$ cat src/shared/mcs_pkg.sv
/*
 * shared constants, register map, carriers and state codes for the
 * collision / carrier-sense status block.
 * assumes a 10 MHz system clock and a 5-bit by 16-bit register space
 * that is shared by the local register port and the serial management line.
 */
`default_nettype none
package mcs_pkg;
	// ****************************************
	// register space
	// ****************************************
	localparam int unsigned REG_AW = 5;
	localparam int unsigned REG_DW = 16;
	localparam logic [4:0] ADDR_MODE = 5'h10;
	localparam logic [4:0] ADDR_TEST = 5'h12;
	localparam logic [4:0] ADDR_STAT = 5'h13;
	localparam logic [4:0] ADDR_IRQ = 5'h14;
	localparam logic [4:0] ADDR_MASK = 5'h15;
	localparam int unsigned BIT_SUPPRESS = 2;
	localparam logic [15:0] MODE_RESET = 16'h0000;
	localparam logic [15:0] TEST_RESET = 16'h0000;
	localparam logic [15:0] MASK_RESET = 16'h0000;
	localparam logic [15:0] ZERO_WORD = 16'h0000;
	// ****************************************
	// receive symbols and timing
	// ****************************************
	localparam int unsigned SYM_W = 10;
	localparam int unsigned CLK_NS = 100;
	localparam int unsigned SQE_DELAY_NS = 1000;
	localparam int unsigned SQE_WIDTH_NS = 1000;
	// least delay rounds up, longest width rounds down, never below one
	localparam int unsigned SQE_DELAY_CYC = (SQE_DELAY_NS + CLK_NS - 1) / CLK_NS;
	localparam int unsigned SQE_WIDTH_RAW = SQE_WIDTH_NS / CLK_NS;
	localparam int unsigned SQE_WIDTH_CYC = (SQE_WIDTH_RAW < 1) ? 1 : SQE_WIDTH_RAW;
	localparam int unsigned SQE_CNT_W = 8;
	// ****************************************
	// management frame layout
	// ****************************************
	localparam logic [3:0] MD_HDR_LAST = 4'hb;
	localparam logic [3:0] MD_TA_LAST = 4'h1;
	localparam logic [3:0] MD_DATA_LAST = 4'hf;
	localparam logic [1:0] OP_READ = 2'h2;
	localparam logic [1:0] OP_WRITE = 2'h1;
	localparam logic [1:0] START_HIST = 2'h2;
	// ****************************************
	// carriers and state codes
	// ****************************************
	typedef struct packed {
		logic [12:0] rsvd;
		logic repeater;
		logic full_duplex;
		logic speed_100;
	} mcs_mode_t;
	typedef struct packed {
		logic [12:0] rsvd;
		logic sqe;
		logic carrier;
		logic collision;
	} mcs_evt_t;
	typedef struct packed {
		logic [11:0] rsvd;
		logic rx_active;
		logic speed;
		logic crs;
		logic col;
	} mcs_stat_t;
	typedef enum logic [1:0] {
		MD_IDLE = 2'b00,
		MD_HDR = 2'b01,
		MD_TA = 2'b10,
		MD_DATA = 2'b11
	} mcs_md_state_t;
endpackage
`default_nettype wire

$ cat src/hdl/mcs_status.sv
/*
 * collision, carrier-sense and speed indication for the mac side of a
 * 10/100 transceiver, with a small register file reached both over a local
 * register port and over the serial management line.
 * assumes: clk_sys_in at 10 MHz; tx enable, squelch-free receive, the
 * management clock and data arrive asynchronously; receive symbols come from
 * logic on clk_sys_in.
 */
// Added by the designer: the address-and-strobe port and the address map.
`timescale 1ns/1ps
`default_nettype none
module mcs_status #(
	parameter logic [4:0] PHY_ADDR = 5'h01 // arbitrary management address
) (
	// clock and reset
	input wire logic clk_sys_in,
	input wire logic rst_n_in,
	// mac and line activity
	input wire logic tx_en_in,
	input wire logic rx_squelch_free_in,
	input wire logic [mcs_pkg::SYM_W-1:0] rx_symbol_in,
	input wire logic rx_symbol_valid_in,
	// status to the mac
	output logic col_out,
	output logic crs_out,
	output logic speed_indication_out,
	output logic irq_out,
	// local register port
	input wire logic [mcs_pkg::REG_AW-1:0] reg_addr_in,
	input wire logic [mcs_pkg::REG_DW-1:0] reg_wdata_in,
	input wire logic reg_wr_in,
	input wire logic reg_rd_in,
	output logic [mcs_pkg::REG_DW-1:0] reg_rdata_out,
	// management line
	input wire logic mdc_in,
	input wire logic mdio_in,
	output logic mdio_out,
	output logic mdio_oe_out
);
	// ****************************************
	// helpers
	// ****************************************
	// true when two zero bits sit at least two positions apart
	function automatic logic sym_gap_zeros(
		input logic [mcs_pkg::SYM_W-1:0] sym
	);
		logic hit;
		hit = 1'b0;
		for (int i = 0; i < mcs_pkg::SYM_W; i++) begin
			for (int j = i + 2; j < mcs_pkg::SYM_W; j++) begin
				if (!sym[i] && !sym[j]) begin
					hit = 1'b1;
				end
			end
		end
		return hit;
	endfunction

	// ****************************************
	// synchronisers
	// ****************************************
	logic [3:0] meta;
	logic tx_s, sq_s, mdc_s, mdio_s, tx_q, mdc_q;
	// first stage is only read by the second
	always_ff @(posedge clk_sys_in or negedge rst_n_in) begin
		if (!rst_n_in) begin
			meta <= 4'h0;
			tx_s <= 1'b0;
			sq_s <= 1'b0;
			mdc_s <= 1'b0;
			mdio_s <= 1'b1;
			tx_q <= 1'b0;
			mdc_q <= 1'b0;
		end else begin
			meta <= {mdio_in, mdc_in, rx_squelch_free_in, tx_en_in};
			tx_s <= meta[0];
			sq_s <= meta[1];
			mdc_s <= meta[2];
			mdio_s <= meta[3];
			tx_q <= tx_s;
			mdc_q <= mdc_s;
		end
	end
	logic mdc_rise, mdc_fall, tx_fall;
	assign mdc_rise = mdc_s && !mdc_q;
	assign mdc_fall = !mdc_s && mdc_q;
	assign tx_fall = !tx_s && tx_q;

	// ****************************************
	// registers
	// ****************************************
	mcs_pkg::mcs_mode_t mode;
	logic [mcs_pkg::REG_DW-1:0] test_ctl, irq_mask;
	mcs_pkg::mcs_evt_t irq_stat, evt;
	mcs_pkg::mcs_stat_t stat;
	logic md_wr;
	logic [4:0] md_addr;
	logic [15:0] md_wdata;
	logic suppress;
	assign suppress = test_ctl[mcs_pkg::BIT_SUPPRESS];

	function automatic logic [15:0] reg_read(input logic [4:0] a,
		input logic [15:0] m, input logic [15:0] t, input logic [15:0] s,
		input logic [15:0] iq, input logic [15:0] mk);
		logic [15:0] d;
		d = mcs_pkg::ZERO_WORD;
		if (a == mcs_pkg::ADDR_MODE) d = m;
		if (a == mcs_pkg::ADDR_TEST) d = t;
		if (a == mcs_pkg::ADDR_STAT) d = s;
		if (a == mcs_pkg::ADDR_IRQ) d = iq;
		if (a == mcs_pkg::ADDR_MASK) d = mk;
		return d;
	endfunction

	// writes from the management line, then the local port, which wins a tie
	always_ff @(posedge clk_sys_in or negedge rst_n_in) begin
		if (!rst_n_in) begin
			mode <= mcs_pkg::MODE_RESET;
			test_ctl <= mcs_pkg::TEST_RESET;
			irq_mask <= mcs_pkg::MASK_RESET;
		end else begin
			if (md_wr && md_addr == mcs_pkg::ADDR_MODE) mode <= md_wdata;
			if (md_wr && md_addr == mcs_pkg::ADDR_TEST) test_ctl <= md_wdata;
			if (md_wr && md_addr == mcs_pkg::ADDR_MASK) irq_mask <= md_wdata;
			if (reg_wr_in && reg_addr_in == mcs_pkg::ADDR_MODE) begin
				mode <= reg_wdata_in;
			end
			if (reg_wr_in && reg_addr_in == mcs_pkg::ADDR_TEST) begin
				test_ctl <= reg_wdata_in;
			end
			if (reg_wr_in && reg_addr_in == mcs_pkg::ADDR_MASK) begin
				irq_mask <= reg_wdata_in;
			end
		end
	end

	// sticky events: a new event beats a write-one clear in the same cycle
	logic [15:0] irq_clr;
	always_comb begin
		irq_clr = mcs_pkg::ZERO_WORD;
		if (reg_wr_in && reg_addr_in == mcs_pkg::ADDR_IRQ) irq_clr = reg_wdata_in;
		if (md_wr && md_addr == mcs_pkg::ADDR_IRQ) irq_clr = irq_clr | md_wdata;
	end
	always_ff @(posedge clk_sys_in or negedge rst_n_in) begin
		if (!rst_n_in) begin
			irq_stat <= mcs_pkg::ZERO_WORD;
			irq_out <= 1'b0;
		end else begin
			irq_stat <= (irq_stat & ~irq_clr) | evt;
			irq_out <= |(irq_stat & irq_mask);
		end
	end

	// read data stands only in the cycle after the strobe
	always_ff @(posedge clk_sys_in or negedge rst_n_in) begin
		if (!rst_n_in) begin
			reg_rdata_out <= mcs_pkg::ZERO_WORD;
		end else if (reg_rd_in) begin
			reg_rdata_out <= reg_read(reg_addr_in, mode, test_ctl, stat,
				irq_stat, irq_mask);
		end else begin
			reg_rdata_out <= mcs_pkg::ZERO_WORD;
		end
	end

	// ****************************************
	// receive activity and quality test
	// ****************************************
	logic rx_act100, rx_act;
	// a symbol's verdict holds until the next symbol arrives
	always_ff @(posedge clk_sys_in or negedge rst_n_in) begin
		if (!rst_n_in) begin
			rx_act100 <= 1'b0;
		end else if (rx_symbol_valid_in) begin
			rx_act100 <= sym_gap_zeros(rx_symbol_in);
		end
	end
	assign rx_act = mode.speed_100 ? rx_act100 : sq_s;

	// test pulse follows the end of each 10 Mb/s transmission
	logic [mcs_pkg::SQE_CNT_W-1:0] sqe_cnt;
	logic sqe_pulse;
	localparam logic [mcs_pkg::SQE_CNT_W-1:0] SQE_LOAD =
		mcs_pkg::SQE_CNT_W'(mcs_pkg::SQE_DELAY_CYC + mcs_pkg::SQE_WIDTH_CYC);
	localparam logic [mcs_pkg::SQE_CNT_W-1:0] SQE_WIDTH =
		mcs_pkg::SQE_CNT_W'(mcs_pkg::SQE_WIDTH_CYC);
	always_ff @(posedge clk_sys_in or negedge rst_n_in) begin
		if (!rst_n_in) begin
			sqe_cnt <= '0;
		end else if (tx_fall && !mode.speed_100) begin
			sqe_cnt <= SQE_LOAD;
		end else if (sqe_cnt != '0) begin
			sqe_cnt <= sqe_cnt - 1'b1;
		end
	end
	assign sqe_pulse = (sqe_cnt != '0) && (sqe_cnt <= SQE_WIDTH);

	// ****************************************
	// status outputs
	// ****************************************
	logic next_col, next_crs;
	always_comb begin
		next_col = (tx_s && rx_act) || (sqe_pulse && !suppress);
		if (mode.full_duplex) next_col = 1'b0;
		if (mode.full_duplex || mode.repeater) begin
			next_crs = rx_act;
		end else begin
			next_crs = rx_act || tx_s;
		end
	end
	// outputs are glitch free flops but unrelated to the mac's clocks
	always_ff @(posedge clk_sys_in or negedge rst_n_in) begin
		if (!rst_n_in) begin
			col_out <= 1'b0;
			crs_out <= 1'b0;
		end else begin
			col_out <= next_col;
			crs_out <= next_crs;
		end
	end
	assign speed_indication_out = mode.speed_100;
	always_comb begin
		stat = mcs_pkg::ZERO_WORD;
		stat.col = col_out;
		stat.crs = crs_out;
		stat.speed = mode.speed_100;
		stat.rx_active = rx_act;
		evt = mcs_pkg::ZERO_WORD;
		evt.collision = next_col && !col_out;
		evt.carrier = next_crs && !crs_out;
		evt.sqe = sqe_cnt == SQE_WIDTH;
	end

	// ****************************************
	// management frame engine
	// ****************************************
	mcs_pkg::mcs_md_state_t md_state;
	logic [3:0] md_cnt;
	logic [1:0] md_hist;
	logic [11:0] md_hdr;
	logic [15:0] md_sh;
	logic md_read;
	// sample on clock rise only; preamble ones then 01 opens a frame
	always_ff @(posedge clk_sys_in or negedge rst_n_in) begin
		if (!rst_n_in) begin
			md_state <= mcs_pkg::MD_IDLE;
			md_cnt <= 4'h0;
			md_hist <= 2'h0;
			md_hdr <= 12'h000;
			md_sh <= mcs_pkg::ZERO_WORD;
			md_wr <= 1'b0;
		end else begin
			md_wr <= 1'b0;
			if (mdc_rise) begin
				md_hist <= {md_hist[0], mdio_s};
				md_cnt <= md_cnt + 1'b1;
				unique case (md_state)
				mcs_pkg::MD_IDLE: begin
					md_cnt <= 4'h0;
					if (md_hist == mcs_pkg::START_HIST && mdio_s) begin
						md_state <= mcs_pkg::MD_HDR;
					end
				end
				mcs_pkg::MD_HDR: begin
					md_hdr <= {md_hdr[10:0], mdio_s};
					if (md_cnt == mcs_pkg::MD_HDR_LAST) begin
						md_state <= mcs_pkg::MD_TA;
						md_cnt <= 4'h0;
					end
				end
				mcs_pkg::MD_TA: begin
					if (md_cnt == mcs_pkg::MD_TA_LAST) begin
						md_state <= mcs_pkg::MD_DATA;
						md_cnt <= 4'h0;
						md_sh <= reg_read(md_hdr[4:0], mode, test_ctl, stat,
							irq_stat, irq_mask);
					end
				end
				mcs_pkg::MD_DATA: begin
					if (!md_read) md_sh <= {md_sh[14:0], mdio_s};
					if (md_cnt == mcs_pkg::MD_DATA_LAST) begin
						md_state <= mcs_pkg::MD_IDLE;
						md_hist <= 2'h0;
						md_wr <= !md_read && md_hdr[11:10] == mcs_pkg::OP_WRITE &&
							md_hdr[9:5] == PHY_ADDR;
					end
				end
				endcase
			end else if (mdc_fall && md_read && md_state == mcs_pkg::MD_DATA) begin
				// the bit driven at this fall leaves; the next one moves up
				md_sh <= {md_sh[14:0], 1'b0};
			end
		end
	end
	assign md_addr = md_hdr[4:0];
	assign md_wdata = md_sh;
	assign md_read = md_hdr[11:10] == mcs_pkg::OP_READ &&
		md_hdr[9:5] == PHY_ADDR;

	// drive only after a clock fall, so the far end samples a settled bit
	always_ff @(posedge clk_sys_in or negedge rst_n_in) begin
		if (!rst_n_in) begin
			mdio_out <= 1'b1;
			mdio_oe_out <= 1'b0;
		end else if (mdc_fall) begin
			mdio_oe_out <= md_read && (md_state == mcs_pkg::MD_DATA ||
				(md_state == mcs_pkg::MD_TA && md_cnt == mcs_pkg::MD_TA_LAST));
			mdio_out <= (md_state == mcs_pkg::MD_DATA) ? md_sh[15] : 1'b0;
		end
	end
endmodule // mcs_status
`default_nettype wire

$ cat config.mk
export PLATFORM = sky130hd
export DESIGN_NAME = mcs_status
export DESIGN_NICKNAME = d
export VERILOG_FILES = /design/src/shared/mcs_pkg.sv /design/src/hdl/mcs_status.sv
export SDC_FILE = /design/constraint.sdc
export NUM_CORES = 1
export LEC_CHECK = 0
export BUFFER_PORTS_ARGS = -buffer_cell sky130_fd_sc_hd__buf_4
export CORE_MARGIN = 2
export CORE_UTILIZATION = 30
export DETAILED_ROUTE_END_ITERATION = 8
export PLACE_DENSITY = 0.43
export SKIP_CTS_REPAIR_TIMING = 1
export SYNTH_ARGS = -nofsm -noshare
export SYNTH_HDL_FRONTEND = slang
export SYNTH_SLANG_ARGS = --single-unit
$ cat constraint.sdc
create_clock -name clk_sys_in -period 3 [get_ports clk_sys_in]
set_clock_uncertainty 0.15 [all_clocks]
set_input_delay 0.15 -clock clk_sys_in [delete_from_list [all_inputs] [get_ports clk_sys_in]]
set_output_delay 0.15 -clock clk_sys_in [all_outputs]
set_load 0.1 [all_outputs]
== Word-level counts from Yosys, hierarchy flattened ==
Index checks and enable logic that the tools add are counted.
Storage, ports and cells
  ROM bits: 0
  RAM bits: 0
  bits in latches: 0
  register bits after elaboration: 141
  memories: 0
  output and inout bits: 22
  bits of input ports: 40
Cells by class
  multipliers: 0
  equal/unequal tests: 28
  muxes and demuxes: 79
  add/subtract/negate cells: 2
  order comparisons: 1
  bitwise logic cells: 5
  shift-type cells: 0
  divide/modulo/power cells: 0
  reductions and logical operators: 94
Operators by type and width (count)
  two-way mux 16 bit: 23
  logical AND 1 bit: 61
  equality test 5 bit, second input constant: 10
  two-way mux 1 bit: 43
  AND 16 bit: 2
  one-hot mux 16 bit (2 select lines): 1
  logical NOT 1 bit: 18
  two-way mux 8 bit: 2
  inverter 16 bit: 1
  OR 16 bit: 1
  OR 16 x 3 -> 16 bit: 1
  OR reduction 16 bit: 1
  two-way mux 2 bit: 6
  one-hot mux 4 bit (3 select lines): 1
  nonzero test 2 bit: 5
  equality test 2 bit, second input constant: 4
  equality test 4 bit, second input constant: 2
  equality test 8 x 4 -> 1 bit, second input constant: 1
  <= comparator 8 x 4 -> 1 bit, second input constant: 1
  two-way mux 4 bit: 2
  inequality test 2 bit, second input constant: 4
  one-hot mux 2 bit (4 select lines): 1
  nonzero test 8 bit: 1
  subtractor 8 x 1 -> 8 bit, second input constant: 1
  11 further kinds: 16

== Logic depth before layout (Yosys ltp) ==
  depth in word-level cells: 38
  depth in mapped cells: 8

== Least setup slack after synthesis ==
OpenSTA, ideal clock, no wires.
  path type: register -> register
  from: reg md_state[0]
  to: reg md_sh[1]
  buffers on the path: 2
  data required time: 2.725 ns
  data arrival time: 1.852 ns
  path slack: 0.873 ns
  stages on the path, launching flop included: 7
  period minus slack after synthesis: 2.127 ns
  cells stage by stage: dfrtp_1 ha_1 buf_6 or3b_1 buf_2 a221o_1 mux2_2
On the way
  longest elaborated chain between the ends: 4
Ends and longest elaborated chain
  start, declared: RTL line mcs_status.sv:237  | mcs_pkg::mcs_md_state_t md_state;
  start signal, assigned: RTL line mcs_status.sv:246  | md_state <= mcs_pkg::MD_IDLE;
  start signal, assigned: RTL line mcs_status.sv:261  | md_state <= mcs_pkg::MD_HDR;
  start signal, assigned: RTL line mcs_status.sv:267  | md_state <= mcs_pkg::MD_TA;
  equality test 2 bit: RTL line mcs_status.sv:257, mcs_status.sv:289
  logical AND 1 bit: RTL line mcs_status.sv:289  | end else if (mdc_fall && md_read && md_state == mcs_pkg::MD_DATA) begin
  nonzero test 2 bit (no source line)
  AND reduction 4 bit (no source line)
  end signal, assigned: RTL line mcs_status.sv:250  | md_sh <= mcs_pkg::ZERO_WORD;
  end signal, assigned: RTL line mcs_status.sv:275  | md_sh <= reg_read(md_hdr[4:0], mode, test_ctl, stat,
  end signal, assigned: RTL line mcs_status.sv:291  | md_sh <= {md_sh[14:0], 1'b0};
  end, declared: RTL line mcs_status.sv:241  | logic [15:0] md_sh;
Parallel ways exist; a longest one is shown, timed or not.
A chain may end at the register's enable or synchronous reset.

== Worst setup path after layout ==
  from: reg md_hdr[8]
  to: reg md_sh[11]
On the way
  longest elaborated chain between the ends: 6
Ends and longest elaborated chain
  start, declared: RTL line mcs_status.sv:240  | logic [11:0] md_hdr;
  start signal, assigned: RTL line mcs_status.sv:265  | md_hdr <= {md_hdr[10:0], mdio_s};
  equality test 5 x 1 -> 1 bit (*): RTL line mcs_status.sv:298  | md_hdr[9:5] == PHY_ADDR;
  logical AND 1 bit (*): RTL line mcs_status.sv:297  | assign md_read = md_hdr[11:10] == mcs_pkg::OP_READ &&
  logical AND 1 bit (2 in a row): RTL line mcs_status.sv:289
  nonzero test 2 bit (no source line)
  AND reduction 4 bit (no source line) (*)
  end signal, assigned: RTL line mcs_status.sv:275
  end signal, assigned: RTL line mcs_status.sv:280  | if (!md_read) md_sh <= {md_sh[14:0], mdio_s};
  end signal, assigned: RTL line mcs_status.sv:291
Every way passes the cells marked *; elsewhere a longest branch is shown, timed or not.

==> flow_metrics.tcl <==
set metrics [dict create \
    status "finished, final reports clean" \
    slew_headroom_pct 46.7 \
    seq_area_frac_synth_pct 47.7 \
    vias 5965 \
    place_congestion 0.773 \
    ys_seq_elements 141 \
    syn_nets 754 \
    rows 57 \
    hpwl_mm 15.4 \
    power_w 0.00702 \
    syn_to_final_growth_pct 22.8 \
    clock-sinks 141 \
    clock_latency_ns 0.43 \
    critical_path_class "reg -> reg" \
    syn_inst 705 \
    vias_per_cell 5.30 \
    final.setup.tns_ns 0 \
    cp_slowest_cell "o211a_1" \
    synthArstFlopShare_pct 100 \
    portBuffers 61 \
    hold_viol 0 \
    p_leak_nw 4.07 \
    max_freq_mhz 423 \
    cts_root_buf "clkbuf_16" \
    min_path_cells 4 \
    syn_area_per_cell_um2 10.5 \
    drc 0 \
    reg2reg_slack_ns 0.64 \
    dieArea_um2 25900 \
    grt_pass1_vias 6091 \
    reg2reg_from "md_hdr[8]" \
    setup-violations-final 0 \
    peakVddDrop_uv 332 \
    synth_ff_type "dfrtp_1" \
    drv_cap 0 \
    period_minus_slack_ns 2.36 \
    synth_edf_count 0 \
    worstPathCellList "nor3b_1, and3_1, o211a_1, buf_4, mux2i_1" \
    die_y_um 161 \
    core_area_um2 24200 \
    dr.pass1.iters 5 \
    cts.path.max_buffers 2 \
    synth_cell_types 62 \
    path_buf_inv 1 \
    critical_path.max_stage_delay_ns 0.60 \
    hp-class "in -> reg" \
    diodes 0 \
    drive_above_1_share_pct 19.1 \
    finalCritPeriodShare_pct 78.7 \
    worst_slew_pin_slew_ns 0.789 \
    cp_data_required_time_ns 3.20 \
    grt_overflow 0 \
    die_x_um 161 \
    cts_tree "done" \
    cts_buffers 17 \
    worstHoldStart "reg_addr_in[4]" \
    grt_usage_pct 18.6 \
    final_common_cell "dfrtp_1" \
    maxSlewViolCount 0 \
    cp-start-kind "register" \
    ios 62 \
    path_max_fanout 12 \
    min_to "reg_rdata_out[1]" \
    yosysWarnings 0 \
    cellPowerDensity_nw_per_um2 773 \
    ant_nets 0 \
    clkTransAtPathRegs_ns 0.06 \
    reg2reg_to "md_sh[11]" \
    final_cell_mix "dfrtp_1, buf_4, mux2i_1" \
    grt_antenna_before_repair 0 \
    start_util_pct 30.5 \
    fin_nets 838 \
    crit_family "simple AND/OR/NAND/NOR gates" \
    arrival_ns 2.56 \
    worstSetupEndpointType "register" \
    drt-initial-drc-count 334 \
    reg2reg_depth 5 \
    grt_max_degree 65 \
    grt_pass1_wl_mm 36.7 \
    wire_per_inst_um 20.6 \
    syn_area_um2 7390 \
    htree_levels 4 \
    rsz0062_at_grt "no" \
    drt-total-wl_mm 23.2 \
]
## cell families after synthesis
| logic type | count (synthesis) | synth area share, % |
|---|---|---|
| simple gates | 172 | 12.3 |
| fa+ha+maj | 9 | 1.52 |
| mux | 105 | 14.7 |
| flops | 141 | 47.7 |
| buf+inv | 80 | 5.28 |
| xor+xnor | 7 | 0.829 |
| compound gates | 191 | 17.6 |
## cell type report
cell class | count | area (µm²)
clock buffer | 20 | 447
clock inverter | 12 | 186
fill | 2436 | 15200
inverter | 36 | 135
multi-input combinational | 484 | 3480
sequential | 141 | 3530
tap | 324 | 405
timing repair buffer | 109 | 895
## synth_stat cells (3+ instances only)
cell type | count | area (µm²)
buf_2 | 14 | 70.1
a311oi_1 | 3 | 26.3
a22oi_1 | 26 | 195
inv_1 | 36 | 135
nor2b_1 | 4 | 25.0
ha_1 | 9 | 113
o21ai_0 | 17 | 85.1
and3b_1 | 4 | 35.0
nor3_1 | 4 | 20.0
o221ai_1 | 9 | 78.8
a32oi_1 | 5 | 43.8
o31ai_1 | 4 | 30.0
clkbuf_1 | 21 | 78.8
nor2_1 | 71 | 267
a211oi_1 | 5 | 37.5
nor3b_1 | 3 | 22.5
a21oi_1 | 69 | 345
o211ai_1 | 4 | 30.0
xor2_1 | 6 | 52.6
nand4b_1 | 3 | 26.3
mux2_2 | 27 | 304
nand3_1 | 16 | 80.1
nand2b_1 | 3 | 18.8
mux2i_1 | 77 | 771
and3_1 | 5 | 31.3
a32o_1 | 4 | 40.0
a221oi_1 | 20 | 175
a31oi_1 | 6 | 37.5
nand2_1 | 29 | 109
nand3b_1 | 3 | 22.5
nand4_1 | 6 | 37.5
dfrtp_1 | 139 | 3480
o2bb2ai_1 | 4 | 35.0
buf_6 | 7 | 78.8
a22o_1 | 4 | 35.0
## stage by stage
stage               util (%)  hold WS (ns)  worst slack, ns  cell area, µm²  instances
floorplan                  -        -0.296            0.873            7390        705
global placement        33.8        0.0444            0.642            8200       1070
detailed placement      33.8        0.0466            0.634            8200       1070
CTS                     36.4        -0.414            0.627            8840       1102
global route            37.4         0.123            0.419            9080       1126
finish                  37.4         0.112            0.638            9080       1126
## worst max path at each step
stage / from / endpoint / slack (ns) / cells after the start
4_1_cts: md_hdr[8] / md_sh[11] / 0.63 / 5
3_5_place_dp: md_hdr[2] / mode[11] / 0.63 / 5
6_report: md_hdr[8] / md_sh[11] / 0.64 / 5
2_1_floorplan: md_state[0] / md_sh[1] / 0.87 / 6
5_1_grt: md_state[0] / md_sh[11] / 0.42 / 7
3_3_place_gp: md_hdr[1] / irq_mask[2] / 0.64 / 5
## state kept, by name (all words and copies together) (netlist names), 2 cells and up
signal	flops
md_hist	2
reg_rdata_out	16
irq_stat	16
md_sh	16
sqe_cnt	8
meta	4
md_cnt	4
test_ctl	16
irq_mask	16
mode	15
md_state	2
md_hdr	12
## metal layers
layer / vias up / GRT usage (%) / wire length (µm) / share of wire [%]
li1: 2787 / - / - / -
met1: 2982 / 25.7 / 10700 / 46
met2: 164 / 30.1 / 11200 / 48
met3: 32 / 2.98 / 989 / 4.3
met4: 0 / 5.44 / 384 / 1.7
met5: - / 0 / 0 / 0
## worst min-delay path: stages
cell and delay [ns]:
buf_4 0.12, o2111ai_1 0.09, o2bb2ai_1 0.13, a21oi_1 0.12
## power by group
part / switching (W) / internal [W] / leakage (nW)
sequential: 0.000615 / 0.00232 / 1.65
combinational: 0.000982 / 0.000797 / 2.13
clock: 0.000880 / 0.00142 / 0.297
Note: power is estimated with default switching activity, not from simulation.
